### config.mk
export PLATFORM = sky130hd
export DESIGN_NAME = spicc_top
export DESIGN_NICKNAME = d
export VERILOG_FILES = /design/src/design/spicc_pkg.sv /design/src/design/spicc_top.sv /design/src/design/spicc_shift.sv
export VERILOG_INCLUDE_DIRS = /design/src /design/src/design
export SDC_FILE = /design/constraint.sdc
export NUM_CORES = 1
export LEC_CHECK = 0
export BUFFER_PORTS_ARGS = -buffer_cell sky130_fd_sc_hd__clkbuf_2
export CAP_MARGIN = 20
export CORE_MARGIN = 2
export CORE_UTILIZATION = 62
export CTS_CLUSTER_DIAMETER = 40
export DETAILED_ROUTE_END_ITERATION = 6
export PLACE_DENSITY_LB_ADDON = 0.05
export SETUP_SLACK_MARGIN = 0.3
export SYNTH_ARGS = -nofsm -noshare
export SYNTH_HDL_FRONTEND = slang
export SYNTH_HIERARCHICAL = 1
export SYNTH_SLANG_ARGS = --single-unit
export TNS_END_PERCENT = 50
### constraint.sdc
create_clock -name i_clk_sys -period 4.3 [get_ports i_clk_sys]
set_clock_uncertainty 0.1 [all_clocks]
set_input_delay 0.43 -clock i_clk_sys [delete_from_list [all_inputs] [get_ports i_clk_sys]]
set_output_delay 0.43 -clock i_clk_sys [all_outputs]
set_load 0.02 [all_outputs]
### src/design/spicc_cfg.svh
// register map, field positions, reset values and timing counts of the serial port
// included by the package and the design modules; defines only
`ifndef SPICC_CFG_SVH
`define SPICC_CFG_SVH

`define SPICC_ADDR_W 8
`define SPICC_OFS_CTRL 8'h00
`define SPICC_OFS_DATA 8'h04
`define SPICC_OFS_STAT 8'h08

`define SPICC_CTRL_RST 16'h0000
`define SPICC_CTRL_MASK 16'h1fff
`define SPICC_BIT_CLK_REL 12
`define SPICC_BIT_DO_REL 11
`define SPICC_BIT_W16 10
`define SPICC_BIT_SMP 9
`define SPICC_BIT_CKE 8
`define SPICC_BIT_SLAVE_SELECT_USE 7
`define SPICC_BIT_CKP 6
`define SPICC_BIT_MASTER_ROLE_ENABLE 5

`define SPICC_STAT_BUSY 0
`define SPICC_STAT_RXF 1

`define SPICC_BITS_WORD 6'h10
`define SPICC_BITS_BYTE 6'h08
`define SPICC_HALF_DIV 4

`define SPICC_RESP_OKAY 2'h0
`define SPICC_RESP_SLVERR 2'h2

`endif

### src/design/spicc_pkg.sv
// types shared by the serial port modules
// assumes spicc_cfg.svh is on the include path
`include "spicc_cfg.svh"

package spicc_pkg;
	typedef logic [15:0] spicc_word_type;
	typedef logic [31:0] spicc_bus_word_type;
	typedef logic [`SPICC_ADDR_W-1:0] spicc_addr_type;
	typedef enum logic {LINK_IDLE, LINK_RUN} spicc_link_state_type;
endpackage : spicc_pkg

### src/design/spicc_top.sv
// serial port control register one with its clock, select and data pins
// assumes an AXI4-Lite master on i_clk_sys; link pins arrive asynchronously
//
// The implementer's own choices: the AXI4-Lite register port and the placing of the registers.
`timescale 1ns/1ps
`default_nettype none
`include "spicc_cfg.svh"

module spicc_top
	import spicc_pkg::*;
#(
	parameter int HALF_DIV = `SPICC_HALF_DIV
)
(
	input wire logic i_clk_sys,
	input wire logic i_rst_n,
	input wire logic i_awvalid,
	output logic o_awready,
	input wire spicc_pkg::spicc_addr_type i_awaddr,
	input wire logic i_wvalid,
	output logic o_wready,
	input wire spicc_pkg::spicc_bus_word_type i_wdata,
	input wire logic [3:0] i_wstrb,
	output logic o_bvalid,
	input wire logic i_bready,
	output logic [1:0] o_bresp,
	input wire logic i_arvalid,
	output logic o_arready,
	input wire spicc_pkg::spicc_addr_type i_araddr,
	output logic o_rvalid,
	input wire logic i_rready,
	output spicc_pkg::spicc_bus_word_type o_rdata,
	output logic [1:0] o_rresp,
	input wire logic i_sclk,
	output logic o_sclk,
	output logic o_sclk_oe,
	input wire logic i_sdi,
	output logic o_sdo,
	output logic o_sdo_oe,
	input wire logic i_ss_n,
	output logic o_ss_in_use
);
	import spicc_pkg::*;

	localparam logic [15:0] HALF_CNT = 16'(HALF_DIV - 1);

	spicc_word_type ctrl_q;
	spicc_word_type tx_q;
	spicc_word_type rx_word;
	spicc_addr_type aw_addr_q;
	spicc_bus_word_type w_data_q;
	logic [3:0] w_strb_q;
	logic aw_held_q;
	logic w_held_q;
	logic wr_go;
	logic wr_ctrl;
	logic wr_data;
	logic rd_go;
	logic rd_data;
	logic rx_full_q;
	logic load_q;

	logic master;
	logic clock_idle_polarity;
	logic cke;
	logic w16;
	logic slave_select_use;
	logic do_rel;
	logic clk_rel;

	logic sclk_s1_q;
	logic sclk_s2_q;
	logic sclk_s3_q;
	logic sdi_s1_q;
	logic sdi_s2_q;
	logic ss_s1_q;
	logic ss_s2_q;
	logic ss_s3_q;

	spicc_link_state_type link_q;
	logic [15:0] div_q;
	logic [5:0] edge_q;
	logic [5:0] edges_total;
	logic active_q;
	logic m_lead_q;
	logic m_trail_q;
	logic s_level;
	logic s_level_prev;
	logic s_sel;
	logic s_lead;
	logic s_trail;
	logic lead;
	logic trail;
	logic abort;
	logic busy;
	logic done;

	assign master = ctrl_q[`SPICC_BIT_MASTER_ROLE_ENABLE];
	assign clock_idle_polarity = ctrl_q[`SPICC_BIT_CKP];
	assign cke = ctrl_q[`SPICC_BIT_CKE];
	assign w16 = ctrl_q[`SPICC_BIT_W16];
	assign slave_select_use = ctrl_q[`SPICC_BIT_SLAVE_SELECT_USE];
	assign do_rel = ctrl_q[`SPICC_BIT_DO_REL];
	assign clk_rel = ctrl_q[`SPICC_BIT_CLK_REL];

	// write channel: address and data may come in either order
	assign o_awready = ~aw_held_q & ~o_bvalid;
	assign o_wready = ~w_held_q & ~o_bvalid;
	assign wr_go = aw_held_q & w_held_q & ~o_bvalid;
	assign wr_ctrl = wr_go && (aw_addr_q == `SPICC_OFS_CTRL);
	assign wr_data = wr_go && (aw_addr_q == `SPICC_OFS_DATA);

	always_ff @(posedge i_clk_sys or negedge i_rst_n)
	begin
		if (!i_rst_n)
		begin
			aw_held_q <= 1'b0;
			aw_addr_q <= '0;
		end
		else if (i_awvalid && o_awready)
		begin
			aw_held_q <= 1'b1;
			aw_addr_q <= i_awaddr;
		end
		else if (wr_go)
		begin
			aw_held_q <= 1'b0;
		end
	end

	always_ff @(posedge i_clk_sys or negedge i_rst_n)
	begin
		if (!i_rst_n)
		begin
			w_held_q <= 1'b0;
			w_data_q <= 32'h0000_0000;
			w_strb_q <= 4'h0;
		end
		else if (i_wvalid && o_wready)
		begin
			w_held_q <= 1'b1;
			w_data_q <= i_wdata;
			w_strb_q <= i_wstrb;
		end
		else if (wr_go)
		begin
			w_held_q <= 1'b0;
		end
	end

	always_ff @(posedge i_clk_sys or negedge i_rst_n)
	begin
		if (!i_rst_n)
		begin
			o_bvalid <= 1'b0;
			o_bresp <= `SPICC_RESP_OKAY;
		end
		else if (wr_go)
		begin
			o_bvalid <= 1'b1;
			o_bresp <= (wr_ctrl || wr_data || aw_addr_q == `SPICC_OFS_STAT) ?
				`SPICC_RESP_OKAY : `SPICC_RESP_SLVERR;
		end
		else if (i_bready)
		begin
			o_bvalid <= 1'b0;
		end
	end

	// control register, byte lanes honoured; bits 15:13 stay zero
	always_ff @(posedge i_clk_sys or negedge i_rst_n)
	begin
		if (!i_rst_n)
		begin
			ctrl_q <= `SPICC_CTRL_RST;
		end
		else if (wr_ctrl)
		begin
			if (w_strb_q[0])
			begin
				ctrl_q[7:0] <= w_data_q[7:0];
			end
			if (w_strb_q[1])
			begin
				ctrl_q[15:8] <= w_data_q[15:8] & 8'(`SPICC_CTRL_MASK >> 8);
			end
		end
	end

	// a data write while a word is in flight is dropped, not queued
	always_ff @(posedge i_clk_sys or negedge i_rst_n)
	begin
		if (!i_rst_n)
		begin
			tx_q <= 16'h0000;
			load_q <= 1'b0;
		end
		else
		begin
			load_q <= 1'b0;
			if (wr_data && !busy && !load_q && w_strb_q != 4'h0)
			begin
				tx_q <= w_data_q[15:0];
				load_q <= 1'b1;
			end
		end
	end

	// read channel
	assign o_arready = ~o_rvalid;
	assign rd_go = i_arvalid & o_arready;
	assign rd_data = rd_go && (i_araddr == `SPICC_OFS_DATA);

	always_ff @(posedge i_clk_sys or negedge i_rst_n)
	begin
		if (!i_rst_n)
		begin
			o_rvalid <= 1'b0;
			o_rdata <= 32'h0000_0000;
			o_rresp <= `SPICC_RESP_OKAY;
		end
		else if (rd_go)
		begin
			o_rvalid <= 1'b1;
			o_rresp <= `SPICC_RESP_OKAY;
			case (i_araddr)
				`SPICC_OFS_CTRL: o_rdata <= {16'h0000, ctrl_q};
				`SPICC_OFS_DATA: o_rdata <= {16'h0000, rx_word};
				`SPICC_OFS_STAT: o_rdata <= {30'h0000_0000, rx_full_q, busy};
				default:
				begin
					o_rdata <= 32'h0000_0000;
					o_rresp <= `SPICC_RESP_SLVERR;
				end
			endcase
		end
		else if (i_rready)
		begin
			o_rvalid <= 1'b0;
		end
	end

	// received-word flag: a completion in the clearing cycle wins
	always_ff @(posedge i_clk_sys or negedge i_rst_n)
	begin
		if (!i_rst_n)
		begin
			rx_full_q <= 1'b0;
		end
		else if (done)
		begin
			rx_full_q <= 1'b1;
		end
		else if (rd_data)
		begin
			rx_full_q <= 1'b0;
		end
	end

	// pin synchronisers; only the second stage onward feeds logic
	always_ff @(posedge i_clk_sys or negedge i_rst_n)
	begin
		if (!i_rst_n)
		begin
			sclk_s1_q <= 1'b0;
			sclk_s2_q <= 1'b0;
			sclk_s3_q <= 1'b0;
			sdi_s1_q <= 1'b0;
			sdi_s2_q <= 1'b0;
			ss_s1_q <= 1'b1;
			ss_s2_q <= 1'b1;
			ss_s3_q <= 1'b1;
		end
		else
		begin
			sclk_s1_q <= i_sclk;
			sclk_s2_q <= sclk_s1_q;
			sclk_s3_q <= sclk_s2_q;
			sdi_s1_q <= i_sdi;
			sdi_s2_q <= sdi_s1_q;
			ss_s1_q <= i_ss_n;
			ss_s2_q <= ss_s1_q;
			ss_s3_q <= ss_s2_q;
		end
	end

	// master clock generator: 2*n edges per word, idle level from polarity
	assign edges_total = w16 ? 6'(`SPICC_BITS_WORD << 1) : 6'(`SPICC_BITS_BYTE << 1);

	always_ff @(posedge i_clk_sys or negedge i_rst_n)
	begin
		if (!i_rst_n)
		begin
			link_q <= LINK_IDLE;
			div_q <= 16'h0000;
			edge_q <= 6'h00;
			active_q <= 1'b0;
			m_lead_q <= 1'b0;
			m_trail_q <= 1'b0;
		end
		else
		begin
			m_lead_q <= 1'b0;
			m_trail_q <= 1'b0;
			case (link_q)
				LINK_IDLE:
				begin
					active_q <= 1'b0;
					div_q <= 16'h0000;
					edge_q <= 6'h00;
					if (load_q && master)
					begin
						link_q <= LINK_RUN;
					end
				end
				LINK_RUN:
				begin
					if (!master)
					begin
						link_q <= LINK_IDLE;
					end
					else if (div_q == HALF_CNT)
					begin
						div_q <= 16'h0000;
						active_q <= ~active_q;
						m_lead_q <= ~active_q;
						m_trail_q <= active_q;
						edge_q <= edge_q + 6'h01;
						if (edge_q == edges_total - 6'h01)
						begin
							link_q <= LINK_IDLE;
						end
					end
					else
					begin
						div_q <= div_q + 16'h0001;
					end
				end
				default:
				begin
					link_q <= LINK_IDLE;
				end
			endcase
		end
	end

	// clock pin: idle level is the polarity bit, active is its inverse
	always_ff @(posedge i_clk_sys or negedge i_rst_n)
	begin
		if (!i_rst_n)
		begin
			o_sclk <= 1'b0;
			o_sclk_oe <= 1'b0;
		end
		else
		begin
			o_sclk <= clock_idle_polarity ^ active_q;
			o_sclk_oe <= master & ~clk_rel;
		end
	end

	// slave side: fold polarity so that 1 means the active level
	assign s_level = sclk_s2_q ^ clock_idle_polarity;
	assign s_level_prev = sclk_s3_q ^ clock_idle_polarity;
	// select honoured only in slave role with select use set
	assign s_sel = ~slave_select_use | ~ss_s2_q;
	assign s_lead = ~master & s_sel & s_level & ~s_level_prev;
	assign s_trail = ~master & s_sel & ~s_level & s_level_prev;
	assign lead = master ? m_lead_q : s_lead;
	assign trail = master ? m_trail_q : s_trail;
	// deselect in mid-word drops the partial word
	assign abort = ~master & slave_select_use & ss_s2_q & ~ss_s3_q;

	always_ff @(posedge i_clk_sys or negedge i_rst_n)
	begin
		if (!i_rst_n)
		begin
			o_sdo_oe <= 1'b0;
			o_ss_in_use <= 1'b0;
		end
		else
		begin
			o_sdo_oe <= ~do_rel;
			o_ss_in_use <= ~master & slave_select_use;
		end
	end

	spicc_shift u_shift (
		.i_clk_sys(i_clk_sys),
		.i_rst_n(i_rst_n),
		.i_load(load_q),
		.i_abort(abort),
		.i_tx(tx_q),
		.i_width16(w16),
		.i_cke(cke),
		.i_lead(lead),
		.i_trail(trail),
		.i_sdi(sdi_s2_q),
		.o_sdo(o_sdo),
		.o_busy(busy),
		.o_done(done),
		.o_rx(rx_word)
	);
endmodule : spicc_top

`default_nettype wire

### src/design/spicc_shift.sv
// shift engine: moves one 8 or 16 bit word out and in, msb first
// assumes edge pulses are one cycle wide and already synchronised to i_clk_sys
`timescale 1ns/1ps
`default_nettype none
`include "spicc_cfg.svh"

module spicc_shift
	import spicc_pkg::*;
(
	input wire logic i_clk_sys,
	input wire logic i_rst_n,
	input wire logic i_load,
	input wire logic i_abort,
	input wire spicc_pkg::spicc_word_type i_tx,
	input wire logic i_width16,
	input wire logic i_cke,
	input wire logic i_lead,
	input wire logic i_trail,
	input wire logic i_sdi,
	output logic o_sdo,
	output logic o_busy,
	output logic o_done,
	output spicc_pkg::spicc_word_type o_rx
);
	import spicc_pkg::*;

	spicc_word_type sh_q;
	spicc_word_type in_q;
	spicc_word_type sh_d;
	spicc_word_type in_d;
	logic [5:0] cnt_q;
	logic [5:0] nbits;
	logic skip_q;
	logic shift_ev;
	logic samp_ev;

	assign nbits = i_width16 ? `SPICC_BITS_WORD : `SPICC_BITS_BYTE;
	// data changes on active->idle when set, on idle->active when clear
	assign shift_ev = i_cke ? i_trail : i_lead;
	assign samp_ev = i_cke ? i_lead : i_trail;
	assign sh_d = {sh_q[14:0], 1'b0};
	assign in_d = {in_q[14:0], i_sdi};

	always_ff @(posedge i_clk_sys or negedge i_rst_n)
	begin
		if (!i_rst_n)
		begin
			sh_q <= 16'h0000;
			o_sdo <= 1'b0;
			skip_q <= 1'b0;
		end
		else if (i_load)
		begin
			sh_q <= i_tx;
			o_sdo <= i_width16 ? i_tx[15] : i_tx[7];
			// with change on idle->active the first bit is already out
			skip_q <= ~i_cke;
		end
		else if (o_busy && shift_ev)
		begin
			if (skip_q)
			begin
				skip_q <= 1'b0;
			end
			else
			begin
				sh_q <= sh_d;
				o_sdo <= i_width16 ? sh_d[15] : sh_d[7];
			end
		end
	end

	always_ff @(posedge i_clk_sys or negedge i_rst_n)
	begin
		if (!i_rst_n)
		begin
			o_busy <= 1'b0;
			o_done <= 1'b0;
			cnt_q <= 6'h00;
			in_q <= 16'h0000;
			o_rx <= 16'h0000;
		end
		else
		begin
			o_done <= 1'b0;
			if (i_load)
			begin
				o_busy <= 1'b1;
				cnt_q <= 6'h00;
			end
			else if (i_abort)
			begin
				o_busy <= 1'b0;
			end
			else if (o_busy && samp_ev)
			begin
				in_q <= in_d;
				cnt_q <= cnt_q + 6'h01;
				if (cnt_q == nbits - 6'h01)
				begin
					o_busy <= 1'b0;
					o_done <= 1'b1;
					o_rx <= i_width16 ? in_d : {8'h00, in_d[7:0]};
				end
			end
		end
	end
endmodule : spicc_shift

`default_nettype wire

==> results of run 1 <==
==> placed cells by master (no fill, tap or decap), drive strengths merged, types with 4 or more instances in the layout <==
cell type      n
dfrtp        172
clkbuf        96
mux2          84
o21ai         47
nand2         44
a21oi         42
mux2i         25
a31oi         18
conb          18
nor2b         17
nor2          16
inv           16
nand4         11
nand3         10
o31ai         10
nor4           8
or3            8
xor2           7
or4            7
buf            6
nand2b         5
clkinv         5
and4           4
and2           4
dlygate4sd3    4
==> cell type report <==
type,instances,share of cell area (%)
sequential,175,49.8
multi-input combinational,421,34.6
clock buffer,23,5.66
timing repair buffer,83,5.42
tap,168,2.39
clock inverter,9,1.48
inverter,16,0.682
==> layer usage <==
layer	wire length (um)	up-vias	GRT usage (%)
met5	0	-	0
met4	265	0	9.08
met3	661	19	5.96
met2	7700	158	41.0
met1	6690	2611	32.5
li1	-	2418	-
==> Yosys cell counts, types with 16 or more instances <==
| master | number | area share (%) |
|---|---|---|
| a31oi_1 | 18 | 1.5 |
| mux2i_1 | 25 | 3.2 |
| mux2_2 | 83 | 12 |
| dfrtp_1 | 172 | 56 |
| buf_4 | 19 | 1.9 |
| o21ai_0 | 47 | 3.1 |
| nand2_1 | 43 | 2.1 |
| nor2b_1 | 17 | 1.4 |
| clkbuf_1 | 18 | 0.88 |
| inv_1 | 16 | 0.78 |
| a21oi_1 | 42 | 2.7 |
| nor2_1 | 16 | 0.78 |
==> stage by stage <==
step                area, um2  std cells  hold WS (ns)  total power, mW  setup slack, ns
floorplan                7770        659        0.0344             2.59             2.20
global placement         8100        857         0.245             2.77             1.66
detailed placement       8100        857         0.243             2.82             1.51
CTS                      8750        891       0.00182             4.44             1.51
global route             8800        895        0.0734             4.61             1.58
finish                   8800        895        0.0771             4.41             1.84
==> critical path, stage by stage, from the launching register on <==
cell     delay (ns)
dfrtp_1        0.66
a21oi_1        0.12
a22o_1         0.26
mux2i_1        0.84
o21ai_0        0.23
a21oi_1        0.17
==> sequential cells by signal (all words and copies together) (netlist names), 4 cells and up <==
register / count
aw_addr_q: 8
ctrl_q: 13
div_q: 16
edge_q: 6
o_rdata: 16
tx_q: 16
u_shift/cnt_q: 6
u_shift/in_q: 15
u_shift/o_rx: 16
u_shift/sh_q: 15
w_data_q: 16
w_strb_q: 4
==> cell families after synthesis <==
| logic type | Yosys count |
|---|---|
| fa+ha+maj | 3 |
| buf+inv | 63 |
| xor+xnor | 8 |
| mux | 110 |
| compound gates | 128 |
| other cells | 1 |
| simple gates | 154 |
| flops | 175 |
==> power by group <==
group	switching, mW	internal [mW]
logic	0.349	0.323
clock network	0.629	0.990
registers	0.214	1.90
total	1.19	3.22
==> worst max path at each step <==
| stage | depth (start not counted) | endpoint | startpoint | slack (ns) |
|---|---|---|---|---|
| after floorplan | 7 | u_shift/in_q[10]$_DFFE_PN0P_ | ctrl_q[5]$_DFFE_PN0P_ | 2.20 |
| after global placement | 5 | div_q[2]$_DFFE_PN0P_ | div_q[0]$_DFFE_PN0P_ | 1.66 |
| after detailed placement | 5 | div_q[2]$_DFFE_PN0P_ | div_q[0]$_DFFE_PN0P_ | 1.51 |
| after CTS | 5 | div_q[2]$_DFFE_PN0P_ | div_q[0]$_DFFE_PN0P_ | 1.51 |
| after global routing | 5 | u_shift/sh_q[1]$_DFFE_PN0P_ | ctrl_q[5]$_DFFE_PN0P_ | 1.58 |
| final | 5 | u_shift/sh_q[12]$_DFFE_PN0P_ | ctrl_q[5]$_DFFE_PN0P_ | 1.84 |
==> results.md, run 1 <==
* Ant. Diodes at 0
* TNS Setup at 0 ns
* Post-synthesis compound-gate area fraction at under 10%
* Worst-Margin Slew at between 1 and 1.5 ns
* Post-CTS sizing at 0
* Main synth FF type: dfrtp_1
* Static leakage at around 4.2 nW
* WHS Endpoint: o_rvalid$_DFFE_PN0P_
* Final Critical Period at 2.46 ns
* Total Nets Final at around 800
* Clock tree buffer depth at 2
* Final Hold Vio Count at 0
* Grt ovf at 0
* Max IR drop VDD at 0.000434 V
* Die area at between 10000 and 15000 um2
* All-Layer GR Usage at ~25%
* DRC Markers at 0
* Syn. warnings at 6
* Die X at 115 um
* Max-Cap Viols at 0
* Multiplexer share of the synthesized area at approximately 16%
* Global-route wire length before repair at 25500 um
* CTS Hold Bufs at 2
* Worst reg2reg path depth at 5
* Port buffer count at 73
* Clk Latency, worst-skew pair at ~0.43 ns
* Area of the multi-input gates at just over 3000 um2
* TritonCTS clock tree: built
* Fraction of layout cells with a size suffix above 1 at between 20% and 30%
* H-tree levels at 4
* Site Rows at 40
* GPL Wtd Cong at 0.909
* Clock sinks at 175
* Die Ht at roughly 120 um
* CP endpoint kind: register
* Register area at between 4000 and 5000 um2
* 1st-iter DRT viols at 414
* Initial Util at about 64%
* Final wirelength at around 15000 um
* Simple-Gate Fraction of Synth Area at roughly an eighth
* Post-CTS Setup Inserts at 0
* Rel. slew slack at 27.5%
* Reg2Reg Setup Slack at ~1.8 ns
* Post-synth ARST share at 100%
* DP HPWL at about 10000 um
* Mapped Cells at 642
* DR WL/cell at about 17 um
* Vias at around 5200
* Core Area at between 10000 and 15000 um2
* Post-route clock period utilization at a little under three fifths
* Initial antenna violation count at 0
* Layout area overhead at 14.2%
* FF+latch count, synth at roughly 180
* Hold Path Origin: i_rready
* Max-slew violation count at 0
* FMAX at approximately 400 MHz
* Vias in the first global route at slightly above 5000
* RSZ-0062 raised after global routing: false
* Worst-path maximum fanout at 15
* Final setup viols at 0
* Post-Syn Area at a little under 8000 um2
* Synthesized area per cell at roughly 12 um2
* R2r startpoint: ctrl_q[5]$_DFFE_PN0P_
* CTS root buf: clkbuf_16
* Synth cell types at 53
* Fillers at 845
* Hold path depth at 2
* Largest net degree at the start of global routing at 122
* Via density at between 5 and 6
* Clk pin slew, worst setup/hold paths at 0.06 ns
* Crit Path Category: reg2reg
* IO Count at roughly 110
* Number of flops mapped to enable cells by yosys at 0
* CP Launch Type: register
* Req. time, crit path at about 4.6 ns
* Reg2reg end: u_shift/sh_q[12]$_DFFE_PN0P_
* Run status: complete, no violations
* Pre-antenna DRT Iters at 5
* Final Util at about 73%
* Post-Synth XOR/XNOR Area at 1.01%
* Cts bufs inserted at 17
* Hold Crit Class: in2reg
* Pwr Density at between 500 and 600 nW/um2
* Register area share after synthesis at between 50 and 60%
* Adder-cell area share of the yosys netlist at less than 1%
* Largest family of logic cells by synthesized area: multiplexers
* Critical Path AT at ~2.7 ns
* Post-route ant nets at 0
(Power assumes the default switching activity.)
==> inputs of run 2 (changes only) <==
--- a/config.mk
+++ b/config.mk
@@ -9,7 +9,7 @@
 export BUFFER_PORTS_ARGS = -buffer_cell sky130_fd_sc_hd__clkbuf_2
 export CAP_MARGIN = 20
 export CORE_MARGIN = 2
-export CORE_UTILIZATION = 62
+export CORE_UTILIZATION = 57
 export CTS_CLUSTER_DIAMETER = 40
 export DETAILED_ROUTE_END_ITERATION = 6
 export PLACE_DENSITY_LB_ADDON = 0.05
==> constraint.sdc (replaced) <==
create_clock -name i_clk_sys -period 2.4 [get_ports i_clk_sys]
set_clock_uncertainty 0.1 [all_clocks]
set_input_delay 0.24 -clock i_clk_sys [delete_from_list [all_inputs] [get_ports i_clk_sys]]
set_output_delay 0.24 -clock i_clk_sys [all_outputs]
set_load 0.02 [all_outputs]
==> results.md, run 2 (synthesized netlist as in run 1, its figures left out) <==
* Commonest non-fill, non-tap cell in the layout: dfrtp_1
* Initial antenna violation count at 0 (unchanged)
* Largest net degree at the start of global routing at 60 (-51%)
* H-tree levels at 4 (unchanged)
* Vias at 5372 (+3.2%)
* Final setup viols at 0 (unchanged)
* Run status: complete, no violations
* Port buffer count at 73 (unchanged)
* GPL Wtd Cong at 0.861 (-5.3%)
* Final Cell Area at 9390 um2 (+6.7%)
* IO Count at 108 (unchanged)
* RSZ-0062 raised after global routing: true
* Die Ht at 120 um (+4.1%)
* 1st-iter DRT viols at 493 (+19%)
* Design Power at 8.28 mW (+88%)
* DP HPWL at 10300 um (+2.5%)
* Clock sinks at 175 (unchanged)
* Die X at 120 um (+4.1%)
* FMAX at 479 MHz (+18%)
* Worst-path maximum fanout at 17 (+2)
* Via density at 5.65 (-2.8%)
* Layout area overhead at 21.9%
* Clock tree buffer depth at 2 (unchanged)
* Crit-path cells: nor4_1 -> nand2_1 -> nor4_4 -> buf_12 -> mux2_2
* Area of the multi-input gates at 3110 um2 (+2.1%)
* DR WL/cell at 16.6 um (-2.7%)
* CP bufs+invs at 1 (+1)
* Pre-antenna DRT Iters at 5 (unchanged)
* Worst path slowest cell: nor4_1
* Max-slew violation count at 0 (unchanged)
* CP Launch Type: register
* Clk pin slew, worst setup/hold paths at 0.06 ns (about the same)
* Die area at 14500 um2 (+8.5%)
* Max IR drop VDD at 0.000807 V (+86%)
* Worst-Margin Slew at 0.676 ns (-0.381 ns)
* Post-route ant nets at 0 (unchanged)
* Fillers at 954 (+13%)
* Crit Path Category: reg2reg
* Worst reg2reg path depth at 5 (unchanged)
* Dpl cell area at 8230 um2 (+1.6%)
* All-Layer GR Usage at 23.3% (-1.6 points)
* Critical Path AT at 2.30 ns (-0.42 ns)
* Req. time, crit path at 2.61 ns (-1.95 ns)
* Ant. Diodes at 0 (unchanged)
* Fraction of layout cells with a size suffix above 1 at 31.1% (+2.0 points)
* Total Nets Final at 826 (+6.0%)
* Most frequent cells in the layout: 169 x dfrtp_1, 83 x mux2_2, 72 x clkbuf_2
* Global-route wire length before repair at 26300 um (+3.0%)
* Hold Crit Class: in2reg
* Max incr delay on CP at 0.41 ns (-0.43 ns)
* Final wirelength at 15800 um (+3.3%)
* DRC Markers at 0 (unchanged)
* Critical path's top delay family: simple AND/OR/NAND/NOR gates
* Register area at 4390 um2 (about the same)
* Hold path depth at 3 (+1)
* CTS root buf: clkbuf_16
* Max-Cap Viols at 0 (unchanged)
* TNS Setup at 0 ns (unchanged)
* Final Util at 70.9% (-2.0 points)
* Grt ovf at 0 (unchanged)
* Final Hold Vio Count at 0 (unchanged)
* TritonCTS clock tree: built
* Post-route clock period utilization at 86.9% (+30 points)
* Core Area at 13200 um2 (+9.8%)
* Rel. slew slack at 54.3% (+27 points)
* Site Rows at 42 (+5.0%)
* Final Critical Period at 2.09 ns (-0.371 ns)
* Clk Latency, worst-skew pair at 0.43 ns (about the same)
* CP endpoint kind: register
* Worst path depth at 5 (unchanged)
* Cts bufs inserted at 17 (unchanged)
* Initial Util at 58.2% (-5.7 points)
* Static leakage at 4.43 nW (+6.1%)
* Hold Slack at 0.0737 ns (-0.00342 ns)
* Pwr Density at 881 nW/um2 (+76%)
* Vias in the first global route at 5275 (+1.9%)
[run 2: changes by cell type in the layout (fill, tap and decap cells not counted), moves of 2 or more]
| cell | before | now |
|---|---|---|
| nor4_2 | 0 | 2 |
| dlygate4sd3_1 | 4 | 34 |
| dfrtp_2 | 0 | 3 |
| dfrtp_1 | 172 | 169 |
| buf_4 | 4 | 19 |
| inv_6 | 0 | 2 |
| a21oi_2 | 0 | 2 |
| clkbuf_8 | 5 | 2 |
| buf_12 | 0 | 4 |
| a21oi_1 | 42 | 40 |
| nor4_1 | 7 | 5 |
| bufinv_16 | 3 | 6 |
[run 2: final cells by class]
class                           count  share of cell area, %
Clock inverter                     13                   2.48
Multi-Input combinational cell    421                   33.1
Timing Repair Buffer              130                   9.95
Clock buffer                       19                   4.82
Sequential cell                   175                   46.7
Tap cell                          176                   2.34
Inverter                           16                  0.639
[run 2: final timing paths]
path,endpoint,from,slack (ns)
max reg2reg,tx_q[1]$_DFFE_PN0P_,aw_addr_q[1]$_DFFE_PN0P_,0.31
min reg2reg,sclk_s2_q$_DFF_PN0_,sclk_s1_q$_DFF_PN0_,0.25
max in group asynchronous,ss_s1_q$_DFF_PN1_,i_rst_n,1.15
min in group asynchronous,o_rresp[1]$_DFFE_PN0P_,i_rst_n,0.24
max,tx_q[1]$_DFFE_PN0P_,aw_addr_q[1]$_DFFE_PN0P_,0.31
min,o_rresp[1]$_DFFE_PN0P_,i_araddr[3],0.07
[run 2: tightest hold or removal path, stage by stage]
cell	delay (ns)
clkbuf_2	0.13
a21oi_1	0.07
o21ai_0	0.13
[run 2: power breakdown]
group          internal, mW  switching [mW]  total, mW
logic                 0.650           0.672       1.32
registers              3.41           0.370       3.78
clock network          2.01            1.16       3.17
total                  6.08            2.20       8.28
[run 2: per-stage QoR]
stage / setup WS [ns] / instances
2_1_floorplan: 0.304 / 659
3_3_place_gp: 0.270 / 878
3_5_place_dp: 0.218 / 878
4_1_cts: 0.216 / 945
5_1_grt: 0.232 / 950
6_report: 0.314 / 950
[run 2: routing by layer]
layer | global-route usage [%] | up-vias | routed length [um]
met3 | 4.81 | 19 | 683
met5 | 0 | - | 0
met2 | 38.8 | 154 | 7930
met1 | 30.5 | 2689 | 7000
met4 | 8.50 | 0 | 199
li1 | - | 2510 | -
[run 2: timing repair]
action	CTS	global route
endpoints found under the hold margin	87	0
pin swaps	1	3
hold buffers	34	0
endpoints found under the setup margin	36	55
buffers inserted	1	5
gates resized for setup	2	13
==> inputs of run 3 (changes only) <==
==> constraint.sdc (replaced) <==
create_clock -name i_clk_sys -period 2.4 [get_ports i_clk_sys]
set_clock_uncertainty 0.1 [all_clocks]
set_input_delay 0.24 -clock i_clk_sys [delete_from_list [all_inputs] [get_ports i_clk_sys]]
set_output_delay 0.24 -clock i_clk_sys [all_outputs]
set_load 0.05 [all_outputs]
==> results.md, run 3 (synthesized netlist as in run 1, its figures left out) <==
* Static leakage at 4.43 nW (+0.11%)
* DP Worst Slack at 0.0316 ns (-0.187 ns)
* Largest net degree at the start of global routing at 65 (+8.3%)
* Pwr Density at 854 nW/um2 (-3.1%)
* Hold Crit Class: in2reg
* Critical Path AT at 2.34 ns (+0.04 ns)
* DR WL/cell at 17.0 um (+2.2%)
* Req. time, crit path at 2.61 ns (about the same)
* Die X at 120 um (unchanged)
* Rel. slew slack at 25.3% (-29 points)
* CTS root buf: clkbuf_16
* Grt ovf at 0 (unchanged)
* DRC Markers at 0 (unchanged)
* Cts bufs inserted at 17 (unchanged)
* Final Util at 71.2% (+0.23 points)
* Ant. Diodes at 0 (unchanged)
* Worst-Margin Slew at 1.12 ns (+0.442 ns)
* Core Area at 13200 um2 (unchanged)
* Most frequent cells in the layout: 170 x dfrtp_1, 72 x clkbuf_2, 67 x mux2_2
* TritonCTS clock tree: built
* Post-route clock period utilization at 88.7% (+1.8 points)
* Max-Cap Viols at 0 (unchanged)
* Total Nets Final at 829 (+0.36%)
* Die area at 14500 um2 (unchanged)
* Global-route wire length before repair at 26200 um (-0.47%)
* Post-route ant nets at 0 (unchanged)
* Initial antenna violation count at 0 (unchanged)
* Port buffer count at 73 (unchanged)
* Hold Slack at 0.0822 ns (+0.00851 ns)
* Vias in the first global route at 5300 (+0.47%)
* Clk Latency, worst-skew pair at 0.43 ns (about the same)
* Clock sinks at 175 (unchanged)
* Final setup viols at 0 (unchanged)
* TNS Setup at 0 ns (unchanged)
* Post-route setup slack at 0.272 ns (-0.0425 ns)
* Vias at 5364 (-0.15%)
* Clock tree buffer depth at 2 (unchanged)
* DP HPWL at 10400 um (+0.64%)
* Pre-antenna DRT Iters at 5 (unchanged)
* Site Rows at 42 (unchanged)
* All-Layer GR Usage at 23.0% (-0.32 points)
* Initial Util at 58.2% (unchanged)
* Layout area overhead at 22.3%
* IO Count at 108 (unchanged)
* Final wirelength at 16200 um (+2.5%)
* FMAX at 470 MHz (-2.0%)
* 1st-iter DRT viols at 371 (-25%)
* Via density at 5.63 (-0.46%)
* Clk pin slew, worst setup/hold paths at 0.06 ns (about the same)
* Max IR drop VDD at 0.000762 V (-5.6%)
* Fraction of layout cells with a size suffix above 1 at 30.8% (-0.38 points)
* H-tree levels at 4 (unchanged)
* Final Critical Period at 2.13 ns (+0.0425 ns)
* CP Launch Type: register
* Die Ht at 120 um (unchanged)
* Max-slew violation count at 0 (unchanged)
* Crit Path Category: reg2reg
* Worst-path maximum fanout at 8 (-9)
* Commonest non-fill, non-tap cell in the layout: dfrtp_1
* CP endpoint kind: register
* Run status: complete, no violations
* RSZ-0062 raised after global routing: true
* GPL Wtd Cong at 0.854 (-0.86%)
* Final Hold Vio Count at 0 (unchanged)
-- run 3: cell count changes in the layout (fill, tap and decap cells not counted), moves of 3 or more --
cell | previous run | this run
bufinv_16 | 6 | 1
mux2_2 | 83 | 67
mux2_4 | 1 | 17
clkbuf_1 | 0 | 5
clkbuf_8 | 2 | 5
-- run 3: area by class of cell --
class | count | area (um2)
flip-flops and latches | 175 | 4390
multi-input cells | 421 | 3200
clock inverters | 5 | 52.6
repair buffers | 133 | 996
well taps | 176 | 220
clock buffers | 27 | 513
fillers | 953 | 3820
inverters | 16 | 60.1
-- run 3: metrics by stage --
| stage | instance area, um2 | cells | power [mW] |
|---|---|---|---|
| after floorplan | 7790 | 659 | 4.84 |
| after global placement | 8240 | 876 | 5.21 |
| after detailed placement | 8240 | 876 | 5.28 |
| after CTS | 9170 | 943 | 7.97 |
| after global routing | 9420 | 953 | 8.44 |
| final | 9420 | 953 | 8.05 |
-- run 3: routing by layer --
metal	up-vias	track usage (%)	share of wire [%]
met1	2700	31.0	46
li1	2516	-	-
met3	13	5.42	4.3
met5	-	0	0
met2	135	37.5	49
met4	0	6.98	1.0
-- run 3: path summary, 6_finish.rpt --
path,start,endpoint,slack [ns],cells past startpoint
worst max register to register,u_shift/o_busy$_DFFE_PN0P_,tx_q[8]$_DFFE_PN0P_,0.27,5
worst min register to register,sdi_s1_q$_DFF_PN0_,sdi_s2_q$_DFF_PN0_,0.26,0
max in group asynchronous,i_rst_n,aw_addr_q[1]$_DFFE_PN0P_,1.09,3
worst max-delay path,u_shift/o_busy$_DFFE_PN0P_,tx_q[8]$_DFFE_PN0P_,0.27,5
worst min-delay path,i_araddr[0],o_rdata[1]$_DFFE_PN0P_,0.08,4
min in group asynchronous,i_rst_n,o_rdata[15]$_DFFE_PN0P_,0.28,2
-- run 3: repair_timing --
action	in CTS	in global routing
hold endpoints to repair	91	0
pin swaps	1	4
buffers inserted	1	8
gates cloned	0	2
resized for setup	5	27
hold buffers	34	0
endpoints found under the setup margin	69	93
-- run 3: critical path, cell delays in order, from the launching register on --
cell       delay, ns
dfrtp_2         0.43
or4b_4          0.54
nor4_4          0.28
buf_6           0.18
clkbuf_16       0.18
mux2_4          0.31
-- run 3: report_power, final --
part	internal, mW	switching [mW]
registers	3.42	0.415
logic	0.724	0.856
clock network	1.56	1.07
total	5.70	2.34
